===== config.mk =====
export PLATFORM = sky130hd
export DESIGN_NAME = psm_top
export DESIGN_NICKNAME = d
export VERILOG_FILES = /design/src/common/psm_pkg.sv /design/src/design/psm_top.sv
export SDC_FILE = /design/constraint.sdc
export NUM_CORES = 1
export LEC_CHECK = 0
export BUFFER_PORTS_ARGS = -buffer_cell sky130_fd_sc_hd__buf_4
export CAP_MARGIN = 10
export CORE_AREA = 2 2 173 243
export DETAILED_ROUTE_END_ITERATION = 16
export DIE_AREA = 0 0 175 245
export PLACE_DENSITY = 0.57
export SKIP_CTS_REPAIR_TIMING = 1
export SLEW_MARGIN = 20
export SYNTH_ARGS = -nofsm -noshare
export SYNTH_HDL_FRONTEND = slang
export SYNTH_SLANG_ARGS = --single-unit

===== constraint.sdc =====
create_clock -name MCLK_I -period 8.8 [get_ports MCLK_I]
set_input_delay 0.44 -clock MCLK_I [delete_from_list [all_inputs] [get_ports MCLK_I]]
set_output_delay 0.44 -clock MCLK_I [all_outputs]
set_load 0.02 [all_outputs]

===== src/common/psm_pkg.sv =====
// shared constants, types and helpers of the printer stepper motor sequencer
// assumes a single 25 MHz system clock and a 32-bit classic wishbone bus
package psm_pkg;
  localparam int unsigned CLK_HZ         = 25_000_000;
  localparam int unsigned CYC_PER_MS_DEF = CLK_HZ / 1000;
  localparam int unsigned TW             = 18;
  localparam int unsigned ACC_STEPS      = 11;
  // step periods in microseconds, nominal value of the tolerance band
  localparam int unsigned PT_STD_US      = 2080;
  localparam int unsigned PT_COND_US     = 4160;
  // paper feed: steps and total time per line for each spacing
  localparam int unsigned PF_STEPS_6     = 36;
  localparam int unsigned PF_STEPS_8     = 27;
  localparam int unsigned PF_STEPS_9     = 24;
  localparam int unsigned PF_TIME_6_US   = 150_000;
  localparam int unsigned PF_TIME_8_US   = 113_000;
  localparam int unsigned PF_TIME_9_US   = 100_000;
  // register byte offsets
  localparam logic [4:0]  REG_CTRL       = 5'h00;
  localparam logic [4:0]  REG_STEPS      = 5'h04;
  localparam logic [4:0]  REG_STATUS     = 5'h08;
  // control register fields
  localparam int unsigned CTRL_CAR_GO    = 0;
  localparam int unsigned CTRL_DIR_RL    = 1;
  localparam int unsigned CTRL_COND      = 2;
  localparam int unsigned CTRL_PRINT_EN  = 3;
  localparam int unsigned CTRL_PAPER_GO  = 4;
  localparam int unsigned CTRL_SPC_LO    = 8;
  localparam logic [1:0]  SPC_6          = 2'h0;
  localparam logic [1:0]  SPC_8          = 2'h1;
  localparam logic [15:0] STEPS_RST      = 16'h0190;
  // phase patterns a,b,c,d in left-to-right order, a in the msb
  localparam logic [3:0]  PH0            = 4'h9;
  localparam logic [3:0]  PH1            = 4'ha;
  localparam logic [3:0]  PH2            = 4'h6;
  localparam logic [3:0]  PH3            = 4'h5;

  typedef enum logic [2:0] {C_IDLE, C_SEL, C_ACC, C_CONST, C_DEC, C_STOP} psm_car_t;
  typedef enum logic [1:0] {P_IDLE, P_SEL, P_RUN} psm_pap_t;

  function automatic logic [TW-1:0] psm_cyc(input longint us, input longint cpm,
                                             input longint steps);
    longint t;
    t = (us * cpm) / (longint'(1000) * steps);
    return TW'(t);
  endfunction

  function automatic logic [3:0] psm_pat(input logic [1:0] idx);
    case (idx)
      2'h0:    return PH0;
      2'h1:    return PH1;
      2'h2:    return PH2;
      default: return PH3;
    endcase
  endfunction

  // right-to-left and paper feed walk the same ring backwards
  function automatic logic [1:0] psm_nxt(input logic [1:0] idx, input logic back);
    return back ? idx - 2'h1 : idx + 2'h1;
  endfunction
endpackage


===== src/design/psm_top.sv =====
// printer stepper motor sequencer: closed-loop carriage and open-loop paper feed
// assumes all inputs synchronous to MCLK_I and a classic wishbone master
`timescale 1ns/1ps
`default_nettype none
module psm_top
  import psm_pkg::*;
#(
  parameter int unsigned CYC_PER_MS = CYC_PER_MS_DEF
) (
  input  wire logic        MCLK_I,
  input  wire logic        RSTN_I,
  input  wire logic        CE_I,
  input  wire logic        WB_CYC_I,
  input  wire logic        WB_STB_I,
  input  wire logic        WB_WE_I,
  input  wire logic [4:0]  WB_ADR_I,
  input  wire logic [3:0]  WB_SEL_I,
  input  wire logic [31:0] WB_DAT_I,
  output logic      [31:0] WB_DAT_O,
  output logic             WB_ACK_O,
  input  wire logic        ENCODER_PEAK_VELOCITY_PULSE_I,
  input  wire logic        HOME_REFERENCE_I,
  output logic      [3:0]  CAR_PHASE_O,
  output logic      [3:0]  PAPER_PHASE_O,
  output logic             CARRIAGE_SELECT_STANDARD_O,
  output logic             CARRIAGE_SELECT_CONDENSED_O,
  output logic             PAPER_MOTOR_SELECT_O,
  output logic             PRINT_PERMIT_O
);
  localparam logic [TW-1:0] PT_STD_CYC  = psm_cyc(PT_STD_US, CYC_PER_MS, 1);
  localparam logic [TW-1:0] PT_COND_CYC = psm_cyc(PT_COND_US, CYC_PER_MS, 1);
  localparam logic [TW-1:0] PF_6_CYC    = psm_cyc(PF_TIME_6_US, CYC_PER_MS, PF_STEPS_6);
  localparam logic [TW-1:0] PF_8_CYC    = psm_cyc(PF_TIME_8_US, CYC_PER_MS, PF_STEPS_8);
  localparam logic [TW-1:0] PF_9_CYC    = psm_cyc(PF_TIME_9_US, CYC_PER_MS, PF_STEPS_9);
  localparam logic [3:0]    ACC_LAST    = 4'(ACC_STEPS - 1);

  typedef struct packed {
    logic                         ack;
    logic [31:0]                  rdat;
    logic                         dir_rl;
    logic                         cond;
    logic                         print_en;
    logic [1:0]                   spacing;
    logic [15:0]                  nsteps;
    psm_car_t                     cst;
    psm_pap_t                     pst;
    logic [1:0]                   cidx;
    logic [1:0]                   pidx;
    logic [3:0]                   cph;
    logic [3:0]                   pph;
    logic                         sel_std;
    logic                         sel_cond;
    logic                         psel;
    logic [TW-1:0]                tmr;
    logic [TW-1:0]                ptmr;
    logic [15:0]                  cnt;
    logic [3:0]                   acnt;
    logic [5:0]                   pcnt;
    logic                         peak_seen;
    logic                         enc_q;
    logic                         enc_prev;
    logic                         home_q;
    logic                         print_ok;
    logic [ACC_STEPS-1:0][TW-1:0] tbl;
  } psm_state_t;

  psm_state_t s_q;
  psm_state_t s_d;

  logic          bus_req;
  logic          car_go;
  logic          pap_go;
  logic          peak_edge;
  logic          car_step;
  logic          pt_done;
  logic [TW-1:0] pt_cyc;
  logic [TW-1:0] pf_cyc;
  logic [5:0]    pf_steps;

  always_comb begin
    s_d       = s_q;
    bus_req   = WB_CYC_I && WB_STB_I && !s_q.ack;
    car_go    = 1'b0;
    pap_go    = 1'b0;
    car_step  = 1'b0;
    // encoder pin is registered twice, a rising edge marks the peak velocity point
    s_d.enc_q    = ENCODER_PEAK_VELOCITY_PULSE_I;
    s_d.enc_prev = s_q.enc_q;
    s_d.home_q   = HOME_REFERENCE_I;
    peak_edge    = s_q.enc_q && !s_q.enc_prev;

    pt_cyc = s_q.cond ? PT_COND_CYC : PT_STD_CYC;
    case (s_q.spacing)
      SPC_6: begin
        pf_cyc   = PF_6_CYC;
        pf_steps = 6'(PF_STEPS_6);
      end
      SPC_8: begin
        pf_cyc   = PF_8_CYC;
        pf_steps = 6'(PF_STEPS_8);
      end
      default: begin
        pf_cyc   = PF_9_CYC;
        pf_steps = 6'(PF_STEPS_9);
      end
    endcase

    // wishbone slave: one wait state, every address answered
    s_d.ack = bus_req;
    if (bus_req) begin
      s_d.rdat = 32'h0000_0000;
      if (WB_WE_I) begin
        if (WB_ADR_I == REG_CTRL) begin
          if (WB_SEL_I[0]) begin
            car_go       = WB_DAT_I[CTRL_CAR_GO];
            pap_go       = WB_DAT_I[CTRL_PAPER_GO];
            s_d.print_en = WB_DAT_I[CTRL_PRINT_EN];
            // direction and mode are only taken while the carriage rests
            if (s_q.cst == C_IDLE) begin
              s_d.dir_rl = WB_DAT_I[CTRL_DIR_RL];
              s_d.cond   = WB_DAT_I[CTRL_COND];
            end
          end
          if (WB_SEL_I[1] && s_q.pst == P_IDLE) begin
            s_d.spacing = WB_DAT_I[CTRL_SPC_LO +: 2];
          end
        end else if (WB_ADR_I == REG_STEPS && s_q.cst == C_IDLE) begin
          if (WB_SEL_I[0]) begin
            s_d.nsteps[7:0] = WB_DAT_I[7:0];
          end
          if (WB_SEL_I[1]) begin
            s_d.nsteps[15:8] = WB_DAT_I[15:8];
          end
        end
      end else begin
        case (WB_ADR_I)
          REG_CTRL: begin
            s_d.rdat[CTRL_DIR_RL]        = s_q.dir_rl;
            s_d.rdat[CTRL_COND]          = s_q.cond;
            s_d.rdat[CTRL_PRINT_EN]      = s_q.print_en;
            s_d.rdat[CTRL_SPC_LO +: 2]   = s_q.spacing;
          end
          REG_STEPS: begin
            s_d.rdat[15:0] = s_q.nsteps;
          end
          REG_STATUS: begin
            s_d.rdat[0]     = s_q.cst != C_IDLE;
            s_d.rdat[1]     = s_q.pst != P_IDLE;
            s_d.rdat[2]     = s_q.print_ok;
            s_d.rdat[3]     = s_q.home_q;
            s_d.rdat[6:4]   = s_q.cst;
            s_d.rdat[11:8]  = s_q.cph;
            s_d.rdat[15:12] = s_q.pph;
          end
          default: begin
            s_d.rdat = 32'h0000_0000;
          end
        endcase
      end
    end

    // carriage: closed loop, an acceleration or constant-speed step needs both the step time and the peak pulse
    if (peak_edge) begin
      s_d.peak_seen = 1'b1;
    end
    if (s_q.tmr != {TW{1'b1}}) begin
      s_d.tmr = s_q.tmr + TW'(1);
    end
    pt_done = s_q.tmr >= pt_cyc - TW'(1);
    case (s_q.cst)
      C_IDLE: begin
        // software places the carriage at physical home before a go
        if (car_go) begin
          s_d.sel_std  = !s_q.cond;
          s_d.sel_cond = s_q.cond;
          s_d.cph      = psm_pat(s_q.cidx);
          s_d.cst      = C_SEL;
        end
      end
      C_SEL: begin
        // rush current is on for one clock before the first phase change
        car_step = 1'b1;
        s_d.acnt = 4'h0;
        s_d.cst  = C_ACC;
      end
      C_ACC: begin
        if (pt_done && (s_q.peak_seen || peak_edge)) begin
          car_step          = 1'b1;
          s_d.tbl[s_q.acnt] = s_q.tmr + TW'(1);
          s_d.acnt          = s_q.acnt + 4'h1;
          if (s_q.acnt == ACC_LAST) begin
            s_d.cnt = s_q.nsteps;
            s_d.cst = C_CONST;
          end
        end
      end
      C_CONST: begin
        // an early peak pulse waits for the step time; a late one still gates
        if (pt_done && (s_q.peak_seen || peak_edge)) begin
          car_step = 1'b1;
          if (s_q.cnt == 16'h0000) begin
            s_d.acnt = ACC_LAST;
            s_d.cst  = C_DEC;
          end else begin
            s_d.cnt = s_q.cnt - 16'h0001;
          end
        end
      end
      C_DEC: begin
        if (s_q.tmr >= s_q.tbl[s_q.acnt] - TW'(1)) begin
          car_step = 1'b1;
          if (s_q.acnt == 4'h0) begin
            s_d.cst = C_STOP;
          end else begin
            s_d.acnt = s_q.acnt - 4'h1;
          end
        end
      end
      C_STOP: begin
        // last step was issued one clock ago; drop back to hold current
        s_d.sel_std  = 1'b0;
        s_d.sel_cond = 1'b0;
        s_d.cst      = C_IDLE;
      end
      default: begin
        s_d.cst = C_IDLE;
      end
    endcase
    if (car_step) begin
      s_d.cidx      = psm_nxt(s_q.cidx, s_q.dir_rl);
      s_d.cph       = psm_pat(psm_nxt(s_q.cidx, s_q.dir_rl));
      s_d.tmr       = {TW{1'b0}};
      s_d.peak_seen = 1'b0;
    end
    s_d.print_ok = (s_d.cst == C_CONST) && s_d.print_en;

    // paper feed: open loop, fixed period, no sensor involved
    case (s_q.pst)
      P_IDLE: begin
        if (pap_go) begin
          s_d.psel = 1'b1;
          s_d.pph  = psm_pat(s_q.pidx);
          s_d.pst  = P_SEL;
        end
      end
      P_SEL: begin
        s_d.pidx = psm_nxt(s_q.pidx, 1'b1);
        s_d.pph  = psm_pat(psm_nxt(s_q.pidx, 1'b1));
        s_d.pcnt = pf_steps - 6'h01;
        s_d.ptmr = {TW{1'b0}};
        s_d.pst  = P_RUN;
      end
      P_RUN: begin
        s_d.ptmr = s_q.ptmr + TW'(1);
        if (s_q.ptmr >= pf_cyc - TW'(1)) begin
          s_d.ptmr = {TW{1'b0}};
          if (s_q.pcnt == 6'h00) begin
            s_d.psel = 1'b0;
            s_d.pst  = P_IDLE;
          end else begin
            s_d.pcnt = s_q.pcnt - 6'h01;
            s_d.pidx = psm_nxt(s_q.pidx, 1'b1);
            s_d.pph  = psm_pat(psm_nxt(s_q.pidx, 1'b1));
          end
        end
      end
      default: begin
        s_d.pst = P_IDLE;
      end
    endcase
  end

  always_ff @(posedge MCLK_I) begin
    if (!RSTN_I) begin
      s_q        <= '0;
      s_q.nsteps <= STEPS_RST;
    end else if (CE_I) begin
      s_q <= s_d;
    end
  end

  assign WB_DAT_O                    = s_q.rdat;
  assign WB_ACK_O                    = s_q.ack;
  assign CAR_PHASE_O                 = s_q.cph;
  assign PAPER_PHASE_O               = s_q.pph;
  assign CARRIAGE_SELECT_STANDARD_O  = s_q.sel_std;
  assign CARRIAGE_SELECT_CONDENSED_O = s_q.sel_cond;
  assign PAPER_MOTOR_SELECT_O        = s_q.psel;
  assign PRINT_PERMIT_O              = s_q.print_ok;
endmodule // psm_top
`default_nettype wire


Word-level counts from Yosys, hierarchy flattened
Cells that the tools add are included.
- bitwise operators: 1
- $add $sub $neg: 13
- mux-type cells: 86
- reductions and logical operators: 54
- eq/ne operators: 33
- $lt $le $gt $ge: 5
- operators by type and width (kind ; count):
    198-bit bitwise mux ; 1
    18-bit 2-to-1 mux ; 5
    16-bit 2-to-1 mux ; 5
    18-bit binary-select mux with 4-bit select ; 1
    18-bit demux with 4-bit select ; 1
    4-bit case mux with 3 select lines ; 5
    18-bit greater-or-equal comparator ; 3
    20-bit 2-to-1 mux ; 2
    19-bit 2-to-1 mux ; 2
    18-bit by 1-bit adder with 18-bit output, second input constant ; 2
    4-bit 2-to-1 mux ; 9
    18-bit case mux with 2 select lines ; 1
    6-bit case mux with 2 select lines ; 3
    18-bit by 1-bit subtractor with 18-bit output, second input constant ; 2
    16-bit case mux with 2 select lines ; 1
    3-bit 2-to-1 mux ; 8
    2-bit != test, second input constant ; 12
    6-bit AND reduction ; 4
    18-bit != test, second input constant ; 1
    2-bit nonzero test ; 9
    17-bit by 1-bit subtractor with 18-bit output, second input constant ; 1
    1-bit 2-to-1 mux ; 17
    17-bit 2-to-1 mux ; 1
    16-bit logical NOT ; 1
    other kinds (45) ; 95
- register bits after elaboration: 323
- input bits: 49
- word-level logic and storage cells: 230
- output and inout port bits: 45

Longest topological paths before layout
- depth after elaboration: 8
- mapped depth: 21

Worst setup path after synthesis
OpenSTA, ideal clock, no wires.
- path kind: register to register
- start: register s_q[210] (netlist name)
- end: register s_q[250] (netlist name)
- clock period less this slack: 4.553 ns
- data arrival time: 4.482 ns
- setup slack: 4.247 ns
- data required time: 8.729 ns
- cell stages (with the launch flop): 20
- buffers on the path: 4
- cell sequence: dfxtp_1 buf_2 buf_2 buf_1 mux4_2 nand2_1 o21ai_0 a21o_1 nor4_1 nand4b_1 xor2_1 ha_1 nand3_1 nor2_1 a221oi_1 nor2b_1 o41ai_1 and2_1 clkbuf_1 o2bb2ai_1
- cells in the longest elaborated chain, start to end: 8
- ends and longest elaborated chain (what ; line ; source):
    start: declaration ; psm_top.sv:67 ; psm_state_t s_q;
    18-bit binary-select mux with 4-bit select * ; psm_top.sv:210 ; if (s_q.tmr >= s_q.tbl[s_q.acnt] - TW'(1)) begin
    18-bit 2-to-1 mux (not written as such) * ; psm_top.sv:210 ;
    18-bit by 1-bit subtractor with 18-bit output * ; psm_top.sv:210 ;
    18-bit greater-or-equal comparator * ; psm_top.sv:210 ;
    1-bit 2-to-1 mux * ; psm_top.sv:210 ;
    1-bit case mux with 3 select lines * ; psm_top.sv:170 ; case (s_q.cst)
    2-bit nonzero test (no source line) ; - ;
    2-bit AND reduction (no source line) ; - ;
Mark *: on every way between the ends. The rest lies on a longest branch, timed or not. The select of a mux whose other input is x is not followed.
A chain may end at the register's enable or synchronous reset.

Worst setup path in the final report
- start: register s_q[209] (netlist name)
- end: register s_q[264] (netlist name)
Same word-level chain as after synthesis.

==> summary.txt <==
Synth
  – Yosys top cell area share: 0.400
  – Synth Area in Compound Gates: 0.187
  – Synth Register Bits: 323
  – Commonest cells post-synth: dfxtp_1 (323), nor2_1 (321), a211oi_1 (189), clkbuf_1 (98), nand2_1 (94)
  – Instance count of the mapped netlist: 1776
  – Largest area contributor in the netlist: dfxtp_1
  – Unique cell type count in the Yosys netlist: 84
  – Mux cell area share after synthesis: 0.0998
  – Syn_area_per_cell: 9.10 um^2
  – Seq/Total Area, Yosys: 0.400
  – Ys flop type: dfxtp_1
  – Synth top area cells: dfxtp_1 (40%), a211oi_1 (8.8%), nor2_1 (7.5%)
  – Syn. warnings: 0
  – Main combinational cell family by area after synthesis: compound AO/OA/AOI/OAI gates
  – Count leader, synth: dfxtp_1
  – Post-synth EDFFs: 0
  – Synthesized area: 0.0162 mm^2
  – Post-Synth XOR/XNOR Area: 0.0282
  – Adder-cell share of the synthesized area: 0.0438
  – Synth Area in Simple Gates: 0.180
  – Ys async rst share: 0

Cells and area
  – Nets: 1835
  – Filler cell count: 4014
  – Area Growth Syn to Fin: 10.4%
  – Layout cells sized above 1: 0.121
  – Inserted Diodes: 0

Min path
  – Hold Path Stages: 3
  – Hold Crit Class: in2reg

Setup path
  – Setup CP Type: reg2reg
  – CP Max Fanout: 36
  – Crit end category: flop
  – Crit path DAT: 6.87 ns
  – Element type at the critical path start: flop
  – Worst Path Required: 9.22 ns
  – R2R depth: 16

Clock network
  – Clock slew at reported path FFs: 0.06 ns
  – CTS tree: yes
  – TritonCTS Buffers: 34
  – Longest Clk Path Bufs: 3
  – H-Tree Depth: 2
  – Worst skew pair latency: roughly 0.53 ns
  – TritonCTS sink count: between 300 and 400
  – Root buf cell: clkbuf_16

Power and ir drop
  – Leakage: 6.30 nW
  – Cell Pwr Density: 169 mW/mm^2
  – Peak supply drop: 0.0956 mV

Die
  – Core Area: ~0.041 mm^2
  – IO Count: 94
  – Row count: 88
  – Starting density of the core: 0.395
  – Die width: about 180 um
  – Die Y: 245 um
  – Die area: 0.0429 mm^2

Global route
  – Vias in the first global route: 12300
  – Antenna violations before repair: 0
  – Largest net degree at the start of global routing: 178
  – First-pass GRT wire length: 66800 um
  – Overall Global Routing Usage: 0.191
  – Grt ovf: 0

Flow run
  – Max-Cap Viols: 0

Timing
  – RSZ-0062 raised after global routing: no
  – Slew @ Worst Pin: 1.08 ns
  – Final setup viols: 0
  – Maximum clock rate: 155 MHz
  – Worst slew margin: 0.279
  – Setup TNS Final: 0 ns
  – Hold slack: 0.139 ns
  – Setup WS post-layout: about 2.3 ns
  – Final Cycle Share: 0.733
  – Slew Viols, Final: 0
  – Fin. Hold Viols: 0
  – Skew final: 0.0233 ns
  – Min Tclk post-route: 6.45 ns

Place
  – Post-Place Worst Slack: between 2 and 2.5 ns
  – HPWL Detailed: around 27000 um
  – PortBufs: between 50 and 60
  – RePlAce Congestion: 0.831

Routing
  – Metal-1 WL: approximately 18000 um
  – Drt pass-1 iters: 6
  – Routed WL: 41000 um
  – Highest Signal Layer: met4
  – DRC errors left: 0
  – Initial DRC Count: 763
  – Antenna viol nets, final: 0
  – WL met3: 1360 um
  – Vias per cell: around 5.5
  – WL/cell: approximately 18 um
  – Vias: 12600
  – Met2 WL post-DR: 21100 um

Outcome
  – Status: finished, final reports clean
power by group:
group          switching (W)  internal (W)  total (W)
Clock               0.000595      0.000856    0.00145
Sequential        0.00000675       0.00147    0.00147
Combinational      0.0000694     0.0000283  0.0000977
worst max-delay path, cell delays in order, from the launching register on:
cell       delay (ns)
dfxtp_4          0.80
buf_4            0.56
mux4_2           0.58
mux2i_1          0.20
o22ai_1          0.19
nor4_1           0.40
nor4b_4          0.37
nand3b_1         0.14
xor2_1           0.16
ha_1             0.29
a211oi_1         0.19
o21ai_0          0.11
a221oi_1         0.52
nor2b_1          0.15
nor3_1           0.68
nand3_1          0.61
o2bb2ai_1        0.32
flip-flops by register name (all words and copies together), names as in the netlist:
| name | count |
|---|---|
| PAPER_PHASE_O | 4 |
| CARRIAGE_SELECT_CONDENSED_O | 1 |
| s_d | 1 |
| CARRIAGE_SELECT_STANDARD_O | 1 |
| WB_ACK_O | 1 |
| CAR_PHASE_O | 4 |
| PRINT_PERMIT_O | 1 |
| s_q | 293 |
| WB_DAT_O | 16 |
| PAPER_MOTOR_SELECT_O | 1 |
final cells by class:
cell class,instances,area (um^2),share of cell area
clock buffers,49,968,0.0543
inverters,28,113,0.00631
well taps,540,676,0.0379
flip-flops and latches,323,6470,0.363
multi-input cells,1261,8850,0.496
clock inverters,12,141,0.00793
repair buffers,82,616,0.0345
metal layers:
layer | vias up | global-route usage
met1 | 6061 | 0.229
met2 | 229 | 0.354
li1 | 6291 | -
met5 | - | 0
met3 | 63 | 0.0239
met4 | 0 | 0.0600
logic make-up after synthesis:
family,Yosys count
AND/OR/NAND/NOR,600
AO/OA/AOI/OAI,422
flip-flops,323
buffers and inverters,207
multiplexers,115
adder cells (fa/ha/maj),56
XOR/XNOR,52
other,1
worst paths after layout:
kind,from,endpoint,slack (ns)
max,s_q[209],s_q[264],2.35
min,WB_DAT_I[7],s_q[292],0.14
max reg2reg,s_q[209],s_q[264],2.35
min reg2reg,s_q[208],s_q[208],0.47
through the flow:
step / cell area [um^2] / power (W) / util / instances
2_1_floorplan: 16200 / 0.00158 / - / 1791
3_3_place_gp: 16700 / 0.00160 / 0.408 / 2234
3_5_place_dp: 16700 / 0.00160 / 0.408 / 2234
4_1_cts: 17800 / 0.00306 / 0.435 / 2295
5_1_grt: 17800 / 0.00312 / 0.437 / 2295
6_report: 17800 / 0.00302 / 0.437 / 2295
placed cells by master (no fill, tap or decap), drive strengths merged, types with 16 or more instances in the layout:
cell	n
inv	29
nand4	17
xor2	33
nor3	26
conb	16
nand3	24
buf	82
dfxtp	323
mux2i	79
mux4	36
nor2	321
o21ai	45
nand2	95
a211oi	189
clkbuf	49
a21oi	59
xnor2	19
nor4	20
ha	55
a22oi	17
Note: power is estimated with default switching activity, not from simulation.
